[src/design/scr_pkg.sv]
// Package with register map, field positions, reset values and types of the global control bank.
// Functional notes
// - With the buffer reserve bit at 1 (reset value) and multiple queues on, each port gets 48 buffers held for the three upper queues.
// - With the buffer reserve bit at 0, nothing is held for high priority and each port gets 48 buffers shared by all four queues.
// - Bit 7 of register 0x05 (reset 0) turns 802.1Q VLAN mode on when set and off when clear.
// - Bit 6 of register 0x05 sends every IGMP packet to the switch MII port when set; clear means no IGMP snooping.
// - Bit 5 of register 0x05 enables MLD snooping and bit 4 enables its option, both reset to 0.
// - With weighted fair queuing off (bit 3, reset 0) the egress picks the highest waiting queue every time.
// - With weighted fair queuing on and all four queues waiting, bandwidth splits 8:4:2:1 from top to lowest queue.
// - Under weighted fair queuing each empty queue gives one extra weight to the highest waiting queue and gets no share.
// - With the sniff select bit at 1 a packet is mirrored only when source and destination ports both match.
// - With the sniff select bit at 0 (reset) a packet is mirrored when either source or destination matches.
// - Bit 7 of register 0x06 (reset 0) selects low-latency repeater mode when set, normal switching when clear.
// - Bit 6 of register 0x06 selects half duplex on the switch MII when set; its reset value is taken from the duplex strap.
package scr_pkg;

   localparam logic [7:0] SCR_ADDR_CTRL2 = 8'h04;
   localparam logic [7:0] SCR_ADDR_FEATURES = 8'h05;
   localparam logic [7:0] SCR_ADDR_MODES = 8'h06;

   localparam int SCR_BIT_PBUF_RESERVE = 0;
   localparam int SCR_BIT_VLAN_EN = 7;
   localparam int SCR_BIT_IGMP_SNOOP = 6;
   localparam int SCR_BIT_MLD_EN = 5;
   localparam int SCR_BIT_MLD_OPT = 4;
   localparam int SCR_BIT_WFQ_EN = 3;
   localparam int SCR_BIT_SNIFF_AND = 0;
   localparam int SCR_BIT_REPEATER = 7;
   localparam int SCR_BIT_MII_HDX = 6;

   localparam logic SCR_RST_PBUF_RESERVE = 1'b1;
   localparam logic [7:0] SCR_RST_FEATURES = 8'h00;
   localparam logic SCR_RST_REPEATER = 1'b0;

   localparam logic [5:0] SCR_BUFS_PER_PORT = 6'h30;
   localparam logic [5:0] SCR_BUFS_NONE = 6'h00;

   localparam logic [3:0] SCR_WEIGHT_TOP = 4'h8;
   localparam logic [3:0] SCR_WEIGHT_HIGH = 4'h4;
   localparam logic [3:0] SCR_WEIGHT_LOW = 4'h2;
   localparam logic [3:0] SCR_WEIGHT_LOWEST = 4'h1;
   localparam logic [3:0] SCR_TOP_RUN_LIMIT = 4'h9;

   typedef struct packed {
      logic [3:0][3:0] credit;
      logic [3:0] grant;
      logic grant_vld;
   } scr_sched_state_t;

   typedef struct packed {
      logic pbuf_reserve;
      logic [7:0] features;
      logic repeater;
      logic mii_hdx;
      logic [7:0] rdata;
      logic mirror;
      logic igmp_fwd;
      logic mld_fwd;
      logic [5:0] high_bufs;
      logic [5:0] shared_bufs;
   } scr_regs_state_t;

   // Returns the highest set bit of a queue mask as a one-hot vector.
   function automatic logic [3:0] scr_highest(input logic [3:0] mask);
      logic [3:0] pick;
      pick = 4'h0;
      if (mask[3]) begin
         pick = 4'h8;
      end else if (mask[2]) begin
         pick = 4'h4;
      end else if (mask[1]) begin
         pick = 4'h2;
      end else if (mask[0]) begin
         pick = 4'h1;
      end
      return pick;
   endfunction

   function automatic logic [3:0] scr_weight(input int idx);
      logic [3:0] w;
      w = SCR_WEIGHT_LOWEST;
      case (idx)
         3: w = SCR_WEIGHT_TOP;
         2: w = SCR_WEIGHT_HIGH;
         1: w = SCR_WEIGHT_LOW;
         default: w = SCR_WEIGHT_LOWEST;
      endcase
      return w;
   endfunction

endpackage

[src/design/scr_sched_if.sv]
// Interface between the register bank and the egress scheduler.
`timescale 1ns/1ps
`default_nettype none
interface scr_sched_if;
   logic wfq_en;
   logic [3:0] nonempty;
   logic slot;
   logic [3:0] grant;
   logic grant_vld;

   modport ctrl (
      output wfq_en,
      output nonempty,
      output slot,
      input grant,
      input grant_vld
   );

   modport sched (
      input wfq_en,
      input nonempty,
      input slot,
      output grant,
      output grant_vld
   );
endinterface
`default_nettype wire

[src/design/scr_egress_sched.sv]
// Egress queue picker: strict priority or weighted fair queuing.
`timescale 1ns/1ps
`default_nettype none
module scr_egress_sched
   import scr_pkg::*;
(
   input wire logic sys_clk_i,
   input wire logic sys_rst_i,
   scr_sched_if.sched sif
);

   scr_sched_state_t s_q;
   scr_sched_state_t s_d;

   always_comb begin
      logic [3:0] eligible;
      logic [3:0] top;
      logic [3:0] pick;
      logic [3:0] bonus;
      eligible = 4'h0;
      top = scr_highest(sif.nonempty);
      pick = 4'h0;
      bonus = 4'h0;
      s_d = s_q;
      s_d.grant_vld = 1'b0;
      if (sif.slot) begin
         if (!sif.wfq_en) begin
            pick = top;
         end else begin
            for (int i = 0; i < 4; i++) begin
               eligible[i] = sif.nonempty[i] && (s_q.credit[i] != 4'h0);
            end
            if (eligible == 4'h0) begin
               // A new round: each empty queue lends one unit to the top waiting queue.
               for (int i = 0; i < 4; i++) begin
                  bonus = bonus + {3'h0, !sif.nonempty[i]};
               end
               for (int i = 0; i < 4; i++) begin
                  s_d.credit[i] = !sif.nonempty[i] ? 4'h0 :
                     scr_weight(i) + (top[i] ? bonus : 4'h0);
               end
               eligible = sif.nonempty;
            end
            pick = scr_highest(eligible);
            for (int i = 0; i < 4; i++) begin
               if (pick[i]) begin
                  s_d.credit[i] = s_d.credit[i] - 4'h1;
               end
            end
         end
         s_d.grant = pick;
         s_d.grant_vld = (pick != 4'h0);
      end
      if (sys_rst_i) begin
         s_d = '0;
      end
   end

   always_ff @(posedge sys_clk_i) begin
      s_q <= s_d;
   end

   assign sif.grant = s_q.grant;
   assign sif.grant_vld = s_q.grant_vld;

endmodule
`default_nettype wire

[src/design/scr_global_ctrl.sv]
// Global control register bank of the switch with its forwarding, buffer and queuing hooks.
`timescale 1ns/1ps
`default_nettype none
module scr_global_ctrl
   import scr_pkg::*;
(
   input wire logic sys_clk_i,
   input wire logic sys_rst_i,
   input wire logic [7:0] reg_addr_i,
   input wire logic reg_wr_i,
   input wire logic [7:0] reg_wdata_i,
   input wire logic reg_rd_i,
   output logic [7:0] reg_rdata_o,
   input wire logic mii_duplex_strap_pin_i,
   input wire logic multi_queue_i,
   input wire logic pkt_valid_i,
   input wire logic src_match_i,
   input wire logic dst_match_i,
   input wire logic pkt_is_igmp_i,
   input wire logic pkt_is_mld_i,
   input wire logic [3:0] queue_nonempty_i,
   input wire logic tx_slot_i,
   output logic [3:0] queue_grant_o,
   output logic queue_grant_vld_o,
   output logic prio_buf_reserve_o,
   output logic [5:0] high_prio_bufs_o,
   output logic [5:0] shared_bufs_o,
   output logic vlan_enable_o,
   output logic igmp_snoop_o,
   output logic mld_snoop_o,
   output logic mld_option_o,
   output logic wfq_enable_o,
   output logic sniff_and_o,
   output logic repeater_mode_o,
   output logic mii_half_duplex_o,
   output logic mirror_o,
   output logic igmp_to_mii_o,
   output logic mld_to_mii_o
);

   scr_regs_state_t r_q;
   scr_regs_state_t r_d;
   scr_sched_if sif ();

   assign sif.wfq_en = r_q.features[SCR_BIT_WFQ_EN];
   assign sif.nonempty = queue_nonempty_i;
   assign sif.slot = tx_slot_i;

   scr_egress_sched u_sched (
      .sys_clk_i(sys_clk_i),
      .sys_rst_i(sys_rst_i),
      .sif(sif)
   );

   always_comb begin
      r_d = r_q;
      // Register writes; fields hold until rewritten.
      if (reg_wr_i) begin
         unique case (reg_addr_i)
            SCR_ADDR_CTRL2: r_d.pbuf_reserve = reg_wdata_i[SCR_BIT_PBUF_RESERVE];
            SCR_ADDR_FEATURES: r_d.features = reg_wdata_i;
            SCR_ADDR_MODES: begin
               r_d.repeater = reg_wdata_i[SCR_BIT_REPEATER];
               r_d.mii_hdx = reg_wdata_i[SCR_BIT_MII_HDX];
            end
            default: r_d.features = r_q.features;
         endcase
      end
      // Reads of unmapped addresses and unowned bits of 0x04 and 0x06 return zero; 0x05 reads back its whole written byte.
      if (reg_rd_i) begin
         r_d.rdata = 8'h00;
         unique case (reg_addr_i)
            SCR_ADDR_CTRL2: r_d.rdata[SCR_BIT_PBUF_RESERVE] = r_q.pbuf_reserve;
            SCR_ADDR_FEATURES: r_d.rdata = r_q.features;
            SCR_ADDR_MODES: begin
               r_d.rdata[SCR_BIT_REPEATER] = r_q.repeater;
               r_d.rdata[SCR_BIT_MII_HDX] = r_q.mii_hdx;
            end
            default: r_d.rdata = 8'h00;
         endcase
      end
      // Reservation applies only while multiple queues run.
      if (r_q.pbuf_reserve && multi_queue_i) begin
         r_d.high_bufs = SCR_BUFS_PER_PORT;
         r_d.shared_bufs = SCR_BUFS_NONE;
      end else begin
         r_d.high_bufs = SCR_BUFS_NONE;
         r_d.shared_bufs = SCR_BUFS_PER_PORT;
      end
      if (r_q.features[SCR_BIT_SNIFF_AND]) begin
         r_d.mirror = pkt_valid_i && src_match_i && dst_match_i;
      end else begin
         r_d.mirror = pkt_valid_i && (src_match_i || dst_match_i);
      end
      r_d.igmp_fwd = pkt_valid_i && pkt_is_igmp_i && r_q.features[SCR_BIT_IGMP_SNOOP];
      r_d.mld_fwd = pkt_valid_i && pkt_is_mld_i && r_q.features[SCR_BIT_MLD_EN];
      if (sys_rst_i) begin
         r_d = '0;
         r_d.pbuf_reserve = SCR_RST_PBUF_RESERVE;
         r_d.features = SCR_RST_FEATURES;
         r_d.repeater = SCR_RST_REPEATER;
         r_d.mii_hdx = mii_duplex_strap_pin_i;
         r_d.shared_bufs = SCR_BUFS_PER_PORT;
      end
   end

   always_ff @(posedge sys_clk_i) begin
      r_q <= r_d;
   end

   assign reg_rdata_o = r_q.rdata;
   assign prio_buf_reserve_o = r_q.pbuf_reserve;
   assign high_prio_bufs_o = r_q.high_bufs;
   assign shared_bufs_o = r_q.shared_bufs;
   assign vlan_enable_o = r_q.features[SCR_BIT_VLAN_EN];
   assign igmp_snoop_o = r_q.features[SCR_BIT_IGMP_SNOOP];
   assign mld_snoop_o = r_q.features[SCR_BIT_MLD_EN];
   assign mld_option_o = r_q.features[SCR_BIT_MLD_OPT];
   assign wfq_enable_o = r_q.features[SCR_BIT_WFQ_EN];
   assign sniff_and_o = r_q.features[SCR_BIT_SNIFF_AND];
   assign repeater_mode_o = r_q.repeater;
   assign mii_half_duplex_o = r_q.mii_hdx;
   assign mirror_o = r_q.mirror;
   assign igmp_to_mii_o = r_q.igmp_fwd;
   assign mld_to_mii_o = r_q.mld_fwd;
   assign queue_grant_o = sif.grant;
   assign queue_grant_vld_o = sif.grant_vld;

   // Counts top-queue grants since the lowest queue was last served with all queues busy.
   logic [3:0] top_run_q;
   always_ff @(posedge sys_clk_i) begin
      if (sys_rst_i || !wfq_enable_o || queue_nonempty_i != 4'hf) begin
         top_run_q <= 4'h0;
      end else if (queue_grant_vld_o && queue_grant_o[0]) begin
         top_run_q <= 4'h0;
      end else if (queue_grant_vld_o && queue_grant_o[3]) begin
         top_run_q <= top_run_q + 4'h1;
      end
   end
endmodule
`default_nettype wire

[config.mk]
export PLATFORM = sky130hd
export DESIGN_NAME = scr_global_ctrl
export DESIGN_NICKNAME = d
export VERILOG_FILES = /design/src/design/scr_pkg.sv /design/src/design/scr_sched_if.sv /design/src/design/scr_egress_sched.sv /design/src/design/scr_global_ctrl.sv
export SDC_FILE = /design/constraint.sdc
export NUM_CORES = 1
export LEC_CHECK = 0
export BUFFER_PORTS_ARGS = -buffer_cell sky130_fd_sc_hd__buf_2
export CAP_MARGIN = 40
export CELL_PAD_IN_SITES_DETAIL_PLACEMENT = 1
export CELL_PAD_IN_SITES_GLOBAL_PLACEMENT = 2
export CORE_MARGIN = 3
export CORE_UTILIZATION = 30
export DETAILED_ROUTE_END_ITERATION = 6
export PLACE_DENSITY_LB_ADDON = 0.1
export SYNTH_ARGS = -nofsm -noshare
export SYNTH_HDL_FRONTEND = slang
export SYNTH_SLANG_ARGS = --single-unit
[constraint.sdc]
create_clock -name sys_clk_i -period 5.1 [get_ports sys_clk_i]
set_clock_uncertainty 0.15 [all_clocks]
set_input_delay 0.765 -clock sys_clk_i [delete_from_list [all_inputs] [get_ports sys_clk_i]]
set_output_delay 0.765 -clock sys_clk_i [all_outputs]
set_load 0.01 [all_outputs]
# Word-level counts from Yosys, hierarchy flattened
# Cells that the tools add are included.
dict set report classes {
  mux 51
  n_eq_ne 3
  addsub 11
  n_bitwise 1
  n_reduce_logical 31
}
# operator count
set ops {}
lappend ops {{two-way mux 4 bit} 37}
lappend ops {{two-way mux 16 bit} 3}
lappend ops {{== test 8 x 3 -> 1 bit (second input constant)} 3}
lappend ops {{two-way mux 24 bit} 1}
lappend ops {{nonzero test 4 bit} 5}
lappend ops {{adder 4 bit} 4}
lappend ops {{subtractor 4 x 1 -> 4 bit (second input constant)} 4}
lappend ops {{logical AND 1 bit} 12}
lappend ops {{two-way mux 12 bit} 1}
lappend ops {{AND reduction 2 bit} 5}
lappend ops {{adder 4 x 1 -> 4 bit} 2}
lappend ops {{two-way mux 8 bit} 1}
lappend ops {{two-way mux 1 bit} 5}
lappend ops {{two-way mux 5 bit} 1}
lappend ops {{zero test 1 bit} 4}
lappend ops {{zero test 4 bit} 1}
lappend ops {{one-hot mux 2 bit (2 select lines)} 1}
lappend ops {{nonzero test 2 bit} 2}
lappend ops {{adder 1 x 1 -> 2 bit} 1}
lappend ops {{one-hot mux 1 bit (2 select lines)} 1}
lappend ops {{OR reduction 2 bit} 1}
lappend ops {{logical OR 1 bit} 1}
lappend ops {{inverter 1 bit} 1}
dict set report totals {
  out_inout_bits 37
  reg_bits 55
  in_bits 32
}

# Longest topological paths before layout
# Gate-level depths: netlist of run 1.
dict set report depth {
  ltp_word 15
  ltp_mapped 14
}

# By module
# A second synthesis of run 1 with hierarchy kept.
dict set report hier_totals {
  cells_unflattened 364
  area_unflattened_um2 3041.7
}
# mod n_inst area_each_um2 cells_each seq_area_each_um2
set by_module_without_submodules {}
lappend by_module_without_submodules {scr_egress_sched 1 1839.3 235 420.4}
lappend by_module_without_submodules {scr_global_ctrl 1 1202.4 129 490.5}

# Worst setup path after synthesis of run 1
# Ideal clock, no wire load.
dict set report synth_timing {
  kind {input-to-reg}
  start {input port queue_nonempty_i[1]}
  end {register u_sched.s_q[7] in the netlist's numbering}
  setup_ns 0.132
  cell_stages 14
  n_path_buf 1
  arrival_time_ns 3.375
  path_slack_ns 1.443
  cell_sequence {clkbuf_1 -> inv_1 -> ha_1 -> fa_1 -> ha_1 -> and3_1 -> ha_1 -> inv_1 -> nor2_1 -> mux2i_1 -> ha_1 -> and4bb_2 -> o21ai_1 -> a21oi_1}
}
dict set report synth_between {
  elab_chain_cells 12
  word_cells_on_any_way 26
}
# element line_no
set synth_rtl {}
lappend synth_rtl {{start: declaration} scr_global_ctrl.sv:21} ;# input wire logic [3:0] queue_nonempty_i,
lappend synth_rtl {{zero test 1 bit or logical AND 1 bit (tied branches)} {scr_egress_sched.sv:36, scr_egress_sched.sv:31}}
lappend synth_rtl {{adder 1 x 1 -> 2 bit or zero test 4 bit (tied branches)} {scr_egress_sched.sv:36, scr_egress_sched.sv:33}}
lappend synth_rtl {{adder 4 x 1 -> 4 bit or two-way mux 4 bit (tied branches)} {scr_egress_sched.sv:36, scr_egress_sched.sv:33}}
lappend synth_rtl {{adder 4 x 1 -> 4 bit or two-way mux 4 bit (tied branches)} {scr_egress_sched.sv:36, scr_egress_sched.sv:27}}
lappend synth_rtl {{two-way mux 4 bit, on equally long branches} {scr_egress_sched.sv:40, scr_egress_sched.sv:26}}
lappend synth_rtl {{adder 4 bit or two-way mux 1 bit (tied branches)} {scr_egress_sched.sv:40, scr_pkg.sv:73}}
lappend synth_rtl {{two-way mux 4 bit, on equally long branches} {scr_egress_sched.sv:39, scr_pkg.sv:71}}
lappend synth_rtl {{two-way mux 16 bit or two-way mux 4 bit (tied branches)} {scr_egress_sched.sv:33, scr_pkg.sv:69}}
lappend synth_rtl {{two-way mux 16 bit or two-way mux 4 bit (tied branches)} {scr_egress_sched.sv:27, scr_pkg.sv:67}}
lappend synth_rtl {{two-way mux 16 bit or two-way mux 4 bit (tied branches)} {scr_egress_sched.sv:26, scr_egress_sched.sv:27}}
lappend synth_rtl {{subtractor 4 x 1 -> 4 bit or two-way mux 4 bit (tied branches)} {scr_egress_sched.sv:47, scr_egress_sched.sv:26}}
lappend synth_rtl {{two-way mux 4 bit (*)} scr_egress_sched.sv:46} ;# if (pick[i]) begin
lappend synth_rtl {{end signal: assignment} scr_egress_sched.sv:60} ;# s_q <= s_d;
lappend synth_rtl {{end: declaration} scr_egress_sched.sv:12} ;# scr_sched_state_t s_q;
# Every way passes the cells marked *; elsewhere a longest branch is shown, timed or not. The select of a mux whose other input is x is not followed.
# A chain may end at the register's enable or synchronous reset.

# Worst setup path after layout of run 1
dict set report layout_timing {
  start {input port queue_nonempty_i[0]}
  end {register u_sched.s_q[7] in the netlist's numbering}
}
dict set report layout_between {
  elab_chain_cells 12
  word_cells_on_any_way 27
}
# element line_no
set layout_rtl {}
lappend layout_rtl {{zero test 1 bit, or another cell as far along} scr_egress_sched.sv:36} ;# bonus = bonus + {3'h0, !sif.nonempty[i]};
lappend layout_rtl {{adder 1 x 1 -> 2 bit, or another cell as far along} scr_egress_sched.sv:36}
lappend layout_rtl {{adder 4 x 1 -> 4 bit, or another cell as far along (2 in series)} scr_egress_sched.sv:36}
lappend layout_rtl {{two-way mux 4 bit, on equally long branches} {scr_egress_sched.sv:40, scr_egress_sched.sv:26}}
lappend layout_rtl {{adder 4 bit or two-way mux 1 bit (tied branches)} {scr_egress_sched.sv:40, scr_pkg.sv:73}}
lappend layout_rtl {{two-way mux 4 bit, on equally long branches} {scr_egress_sched.sv:39, scr_pkg.sv:71}}
lappend layout_rtl {{two-way mux 16 bit or two-way mux 4 bit (tied branches)} {scr_egress_sched.sv:33, scr_pkg.sv:69}}
lappend layout_rtl {{two-way mux 16 bit or two-way mux 4 bit (tied branches)} {scr_egress_sched.sv:27, scr_pkg.sv:67}}
lappend layout_rtl {{two-way mux 16 bit or two-way mux 4 bit (tied branches)} {scr_egress_sched.sv:26, scr_egress_sched.sv:27}}
lappend layout_rtl {{subtractor 4 x 1 -> 4 bit or two-way mux 4 bit (tied branches)} {scr_egress_sched.sv:47, scr_egress_sched.sv:26}}
lappend layout_rtl {{two-way mux 4 bit (*)} scr_egress_sched.sv:46}
# Marked as above.

==> flow_summary.yaml, run 1 <==
finish:
  drive_gt1_frac: 0.249
  register_area_um2: 911
  finalNetCount: 426
  fin_area_um2: 3330
  multi_input_area_um2: 1790
  syn_to_final_growth_pct: 12.3
  fillers: 1153
  antennaDiodeCount: 0
sta:
  hold_viol: 0
  maxSlewViolCount: 0
  setup_violations: 0
  worst_pin_slew_ns: 0.725
  setup-tns-final_ns: 0
  fmax_mhz: 279
  slew_headroom: 0.517
  min_period_over_period: 0.704
  layout_min_cycle_time_ns: 3.59
  rsz0062_at_grt: "false"
synth:
  synthCells: 347
  netlist_area_um2: 2960
  synthArstFlopShare: 0
  synth.most_common_cell: "dfxtp_1"
  synth_ff_type: "dfxtp_1"
  synth_top_area_share: 0.298
  synth-edff-count: 1
  synth_cell_types: 61
  syn_area_per_cell_um2: 8.53
  synth_area_leaders: "dfxtp_1 (30%), mux2i_1 (7.8%), buf_4 (6.1%), a21oi_1 (5.4%), nor2_1 (5.1%)"
  synth_top_area_cell: "dfxtp_1"
  yosys_warnings: 0
  synth-seq-cells: 45
  yosysSeqAreaShare: 0.308
  synth_common_cells: "dfxtp_1 (44), nor2_1 (40), a21oi_1 (32)"
cts:
  cts_made_buffers: 5
  clk_pin_slew_worst_paths_ns: 0.10
  holdBufCountCts: 0
  cts_resized: 0
  clk_path_buf_depth: 2
  cts.sinks: 45
  clk_latency_ns: 0.30
  cts_root_buf: "clkbuf_8"
  htreeDepth: 2
  postCtsSetupBuffers: 0
  cts_tree: "yes"
floorplanning:
  die_width_um: 105
  dieArea_um2: 11100
  dieHeight_um: 105
  rows: 35
  core_um2: 9420
  io_pins: 69
  initial_core_util: 0.314
setup_path:
  critPathRequiredTime_ns: 5.19
  crit_top_cell: "ha_1"
  cp-start-kind: "input pin"
  reg2reg_to: "u_sched.s_q[15]$_SDFFE_PP0P_"
  crit_fanout: 7
  crit_arrival_ns: 3.68
  r2r_slack_ns: 1.81
  cp-end-kind: "register"
  critical_path_class: "input pin to register"
  r2r_cells: 8
  crit_slowest_cell: "fa_1"
  path_cells: "buf_2 -> inv_1 -> ha_1 -> fa_1 -> ha_1 -> and3_1 -> ha_1 -> inv_1 -> nor2_1 -> mux2i_1 -> ha_1 -> and4bb_2 -> o21ai_1 -> a21oi_1"
  critical_path_buf_inv_count: 3
  slowest_delay_ns: 0.38
  critPathTopFamily: "adder cells"
  startpoint: "queue_nonempty_i[0]"
  r2r_start: "u_sched.s_q[9]$_SDFFE_PP0P_"
drt:
  wirelength_um: 8270
  via_count: 2590
  dr.pass1.iters: 4
  antenna_left: 0
  drcViolationCount: 0
  vias_per_cell: 5.04
  wire_per_inst_um: 16.1
  drtIter0Drc: 100
place:
  dp_hpwl_um: 6200
  globalplace.congestion: 0.742
  io_buffer_count: 60
  place_area_um2: 3230
job:
  cap_violations: 0
grt:
  grt_start_max_net_pins: 43
  antenna_found_initial: 0
  track_usage: 0.152
  grt_pass1_wl_um: 13700
  grt_overflow: 0
  grt_pass1_vias: 2636
worst_hold_path:
  hp-class: "register to register"
  min_to: "shared_bufs_o[4]$_SDFF_PP1_"
  hold_depth: 1
  min_from: "prio_buf_reserve_o$_SDFFE_PP1P_"
power_and_ir_drop:
  p_total_mw: 0.711
  power_density_nw_per_um2: 214
  peakVddDrop_v: 0.000104
  p_leak_nw: 1.48
outcome:
  outcome: "complete, no violations"
[placed cells by master (no fill, tap or decap), types with 3 or more instances in the layout]
| cell | count |
|---|---|
| and2_1 | 3 |
| a21oi_1 | 32 |
| nand2_1 | 21 |
| a31oi_1 | 3 |
| conb_1 | 8 |
| o41ai_4 | 3 |
| mux2i_1 | 23 |
| dfxtp_1 | 44 |
| a211oi_1 | 4 |
| inv_1 | 11 |
| nor3_1 | 5 |
| nand2b_1 | 4 |
| ha_1 | 9 |
| nor2_1 | 40 |
| clkbuf_8 | 6 |
| o21ai_0 | 16 |
| and3_1 | 9 |
| nand2_2 | 3 |
| nand3_1 | 14 |
| o41a_1 | 3 |
| xnor2_1 | 5 |
| nor2b_1 | 9 |
| buf_2 | 60 |
| and4bb_2 | 3 |
[worst reg2reg max path, delay by kind of cell, from the launching register on]
kind            cells  cell delay, ns
buf+inv             1            0.32
mux                 1            0.33
simple gates        3            1.04
compound gates      2            0.74
fa+ha+maj           1            0.27
flops               1            0.37
[metal layers]
layer | routed length [um] | share of wire | up-vias | global-route usage
met3 | 280 | 0.034 | 5 | 0.0282
met4 | 68 | 0.0082 | 0 | 0.0337
met1 | 4110 | 0.50 | 1256 | 0.213
li1 | - | - | 1287 | -
met2 | 3820 | 0.46 | 42 | 0.241
met5 | 0 | 0 | - | 0
[final cells by class]
cell class,count,share of cell area
inverter,11,0.0124
clock inverter,2,0.00489
tap,129,0.0485
clock buffer,6,0.0248
multi-input combinational,259,0.537
sequential,45,0.274
timing repair buffer,62,0.0986
[cell families (layout without fill, tap and decap cells)]
kind of cell    Yosys count  after routing  synth area share
compound gates           85             85             0.214
xor+xnor                  5              5            0.0148
fa+ha+maj                10             10            0.0448
buf+inv                  50             81             0.101
flops                    45             45             0.308
mux                      25             25            0.0854
other cells               1              8           0.00127
simple gates            126            126             0.231
[flip-flops by register name (all words and copies together), names as in the netlist, 2 cells and up]
signal / flops
reg_rdata_o: 8
u_sched.s_q: 16
r_q: 2
u_sched.sif.grant: 4
[where the power goes]
part,switching (mW),total (mW),internal [mW]
Clock,0.136,0.248,0.112
Combinational,0.0628,0.104,0.0415
Sequential,0.00170,0.359,0.357
Total,0.201,0.711,0.510
[stage by stage]
stage / hold slack (ns) / util / worst slack [ns] / instances
after CTS: 0.319 / 0.353 / 1.52 / 514
after detailed placement: 0.294 / 0.343 / 1.18 / 506
final: 0.319 / 0.353 / 1.51 / 514
after global routing: 0.357 / 0.353 / 1.32 / 514
after global placement: 0.291 / 0.341 / 1.25 / 505
after floorplan: 0.297 / - / 1.44 / 354
[worst max path at each step]
stage	end	slack [ns]	cells past startpoint
after global placement	u_sched.s_q[7]$_SDFFE_PP0P_	1.25	14
after global routing	u_sched.s_q[7]$_SDFFE_PP0P_	1.32	14
after floorplan	u_sched.s_q[7]$_SDFFE_PP0P_	1.44	14
after detailed placement	u_sched.s_q[7]$_SDFFE_PP0P_	1.18	14
after CTS	u_sched.s_q[7]$_SDFFE_PP0P_	1.52	14
final	u_sched.s_q[7]$_SDFFE_PP0P_	1.51	14
Power figures use the tool's default switching activity.
==> inputs of run 2 (changes only) <==
Clock period 5.1 ns to 3.6 ns, I/O delays scaled along.
==> flow_summary.yaml, run 2 (synthesis results as in run 1) <==
drt:
  via_count: 2618
  antenna_left: 0
  vias_per_cell: 5.00
  wirelength_um: 8480
  dr.pass1.iters: 4
  drtIter0Drc: 92
  wire_per_inst_um: 16.2
  drcViolationCount: 0
setup_path:
  critical_path_buf_inv_count: 3
  critical_path_class: "input pin to register"
  cp-start-kind: "input pin"
  slowest_delay_ns: 0.39
  crit_top_cell: "ha_1"
  crit_arrival_ns: 3.18
  cp-end-kind: "register"
  r2r_slack_ns: 0.73
  crit_slowest_cell: "ha_1"
  critPathRequiredTime_ns: 3.63
  crit_fanout: 7
  critPathTopFamily: "adder cells"
  path_cells: "buf_2 -> inv_1 -> ha_1 -> fa_1 -> ha_1 -> and3_1 -> ha_1 -> inv_1 -> nor2_1 -> mux2i_1 -> ha_1 -> and4bb_2 -> o21ai_1 -> a21oi_1"
place:
  dp_hpwl_um: 6520
  io_buffer_count: 60
  pre_cts_ws_ns: 0.117
  globalplace.congestion: 0.768
grt:
  track_usage: 0.153
  grt_start_max_net_pins: 25
  grt_pass1_wl_um: 13700
  grt_overflow: 0
  grt_pass1_vias: 2609
  antenna_found_initial: 0
cts:
  cts_made_buffers: 5
  htreeDepth: 2
  clk_pin_slew_worst_paths_ns: 0.10
  cts.sinks: 45
  holdBufCountCts: 0
  cts_tree: "yes"
  cts_resized: 0
  postCtsSetupBuffers: 0
  cts_root_buf: "clkbuf_8"
  clk_path_buf_depth: 2
  clk_latency_ns: 0.31
finish:
  finalNetCount: 436
  fillers: 1162
  multi_input_area_um2: 1790
  syn_to_final_growth_pct: 15.1
  register_area_um2: 911
  largest_register: "u_sched.s_q"
  drive_gt1_frac: 0.268
  antennaDiodeCount: 0
  final_cell_mix: "buf_2 (60), dfxtp_1 (44), nor2_1 (40), a21oi_1 (32), mux2i_1 (23)"
  final_common_cell: "buf_2"
  largest_register_ffs: 16
floorplanning:
  dieArea_um2: 11100
  io_pins: 69
  die_width_um: 105
  core_um2: 9420
  rows: 35
  dieHeight_um: 105
  initial_core_util: 0.314
sta:
  maxSlewViolCount: 0
  setup-tns-final_ns: 0
  layout_min_cycle_time_ns: 3.15
  slew_headroom: 0.617
  min_period_over_period: 0.874
  setup_violations: 0
  rsz0062_at_grt: "false"
  hold_viol: 0
  setup_ws_ns: 0.454
  fmax_mhz: 318
  worst_pin_slew_ns: 0.572
power_and_ir_drop:
  p_leak_nw: 1.54
  power_density_nw_per_um2: 315
  peakVddDrop_v: 0.000160
outcome:
  outcome: "complete, no violations"
worst_hold_path:
  hp-class: "input pin to register"
job:
  cap_violations: 0
## run 2: cell types whose count changed in the layout (fill, tap and decap cells not counted)
cell and delta:
clkbuf_8 -1, bufinv_16 +1, clkinv_4 +1, buf_12 -1, buf_4 +11, clkinvlp_4 -1, inv_6 -1, inv_8 +1
## run 2: layout make-up
| cell class | instances | share of cell area |
|---|---|---|
| flip-flops and latches | 45 | 0.267 |
| well taps | 129 | 0.0474 |
| inverters | 11 | 0.0121 |
| clock inverters | 3 | 0.0147 |
| multi-input cells | 259 | 0.524 |
| repair buffers | 72 | 0.115 |
| clock buffers | 5 | 0.0202 |
## run 2: stage by stage
step	util	cell area (um2)	hold WS (ns)	instances	total power, mW
after global placement	0.349	3290	0.289	516	0.671
after floorplan	-	2990	0.297	354	0.625
after detailed placement	0.349	3290	0.303	516	0.672
after global routing	0.362	3410	0.294	524	1.13
final	0.362	3410	0.307	524	1.07
after CTS	0.362	3410	0.295	524	1.10
## run 2: power breakdown
| part | internal, mW | switching, mW |
|---|---|---|
| Sequential | 0.506 | 0.00228 |
| Combinational | 0.0615 | 0.0898 |
| Clock | 0.213 | 0.202 |
## run 2: path summary, 6_finish.rpt
check | endpoint | cells after the start | start
worst max register to register | u_sched.s_q[15]$_SDFFE_PP0P_ | 8 | u_sched.s_q[17]$_SDFFE_PP0P_
worst min-delay path | shared_bufs_o[4]$_SDFF_PP1_ | 2 | multi_queue_i
worst max-delay path | u_sched.s_q[7]$_SDFFE_PP0P_ | 14 | queue_nonempty_i[1]
worst min register to register | shared_bufs_o[4]$_SDFF_PP1_ | 1 | prio_buf_reserve_o$_SDFFE_PP1P_
## run 2: worst register-to-register path, cell delays in order (launching register included)
cell and delay (ns):
dfxtp_1 0.39, o41a_1 0.51, nor4_4 0.34, buf_4 0.25
mux2i_1 0.36, ha_1 0.26, nand2_1 0.06, or3_1 0.36
a31oi_1 0.13
## run 2: metal layers
layer / GRT usage / part of all wire / vias to the layer above
met4: 0.0309 / 0.0068 / 0
met2: 0.260 / 0.47 / 42
met5: 0 / 0 / -
met1: 0.206 / 0.49 / 1261
li1: - / - / 1310
met3: 0.0245 / 0.029 / 5
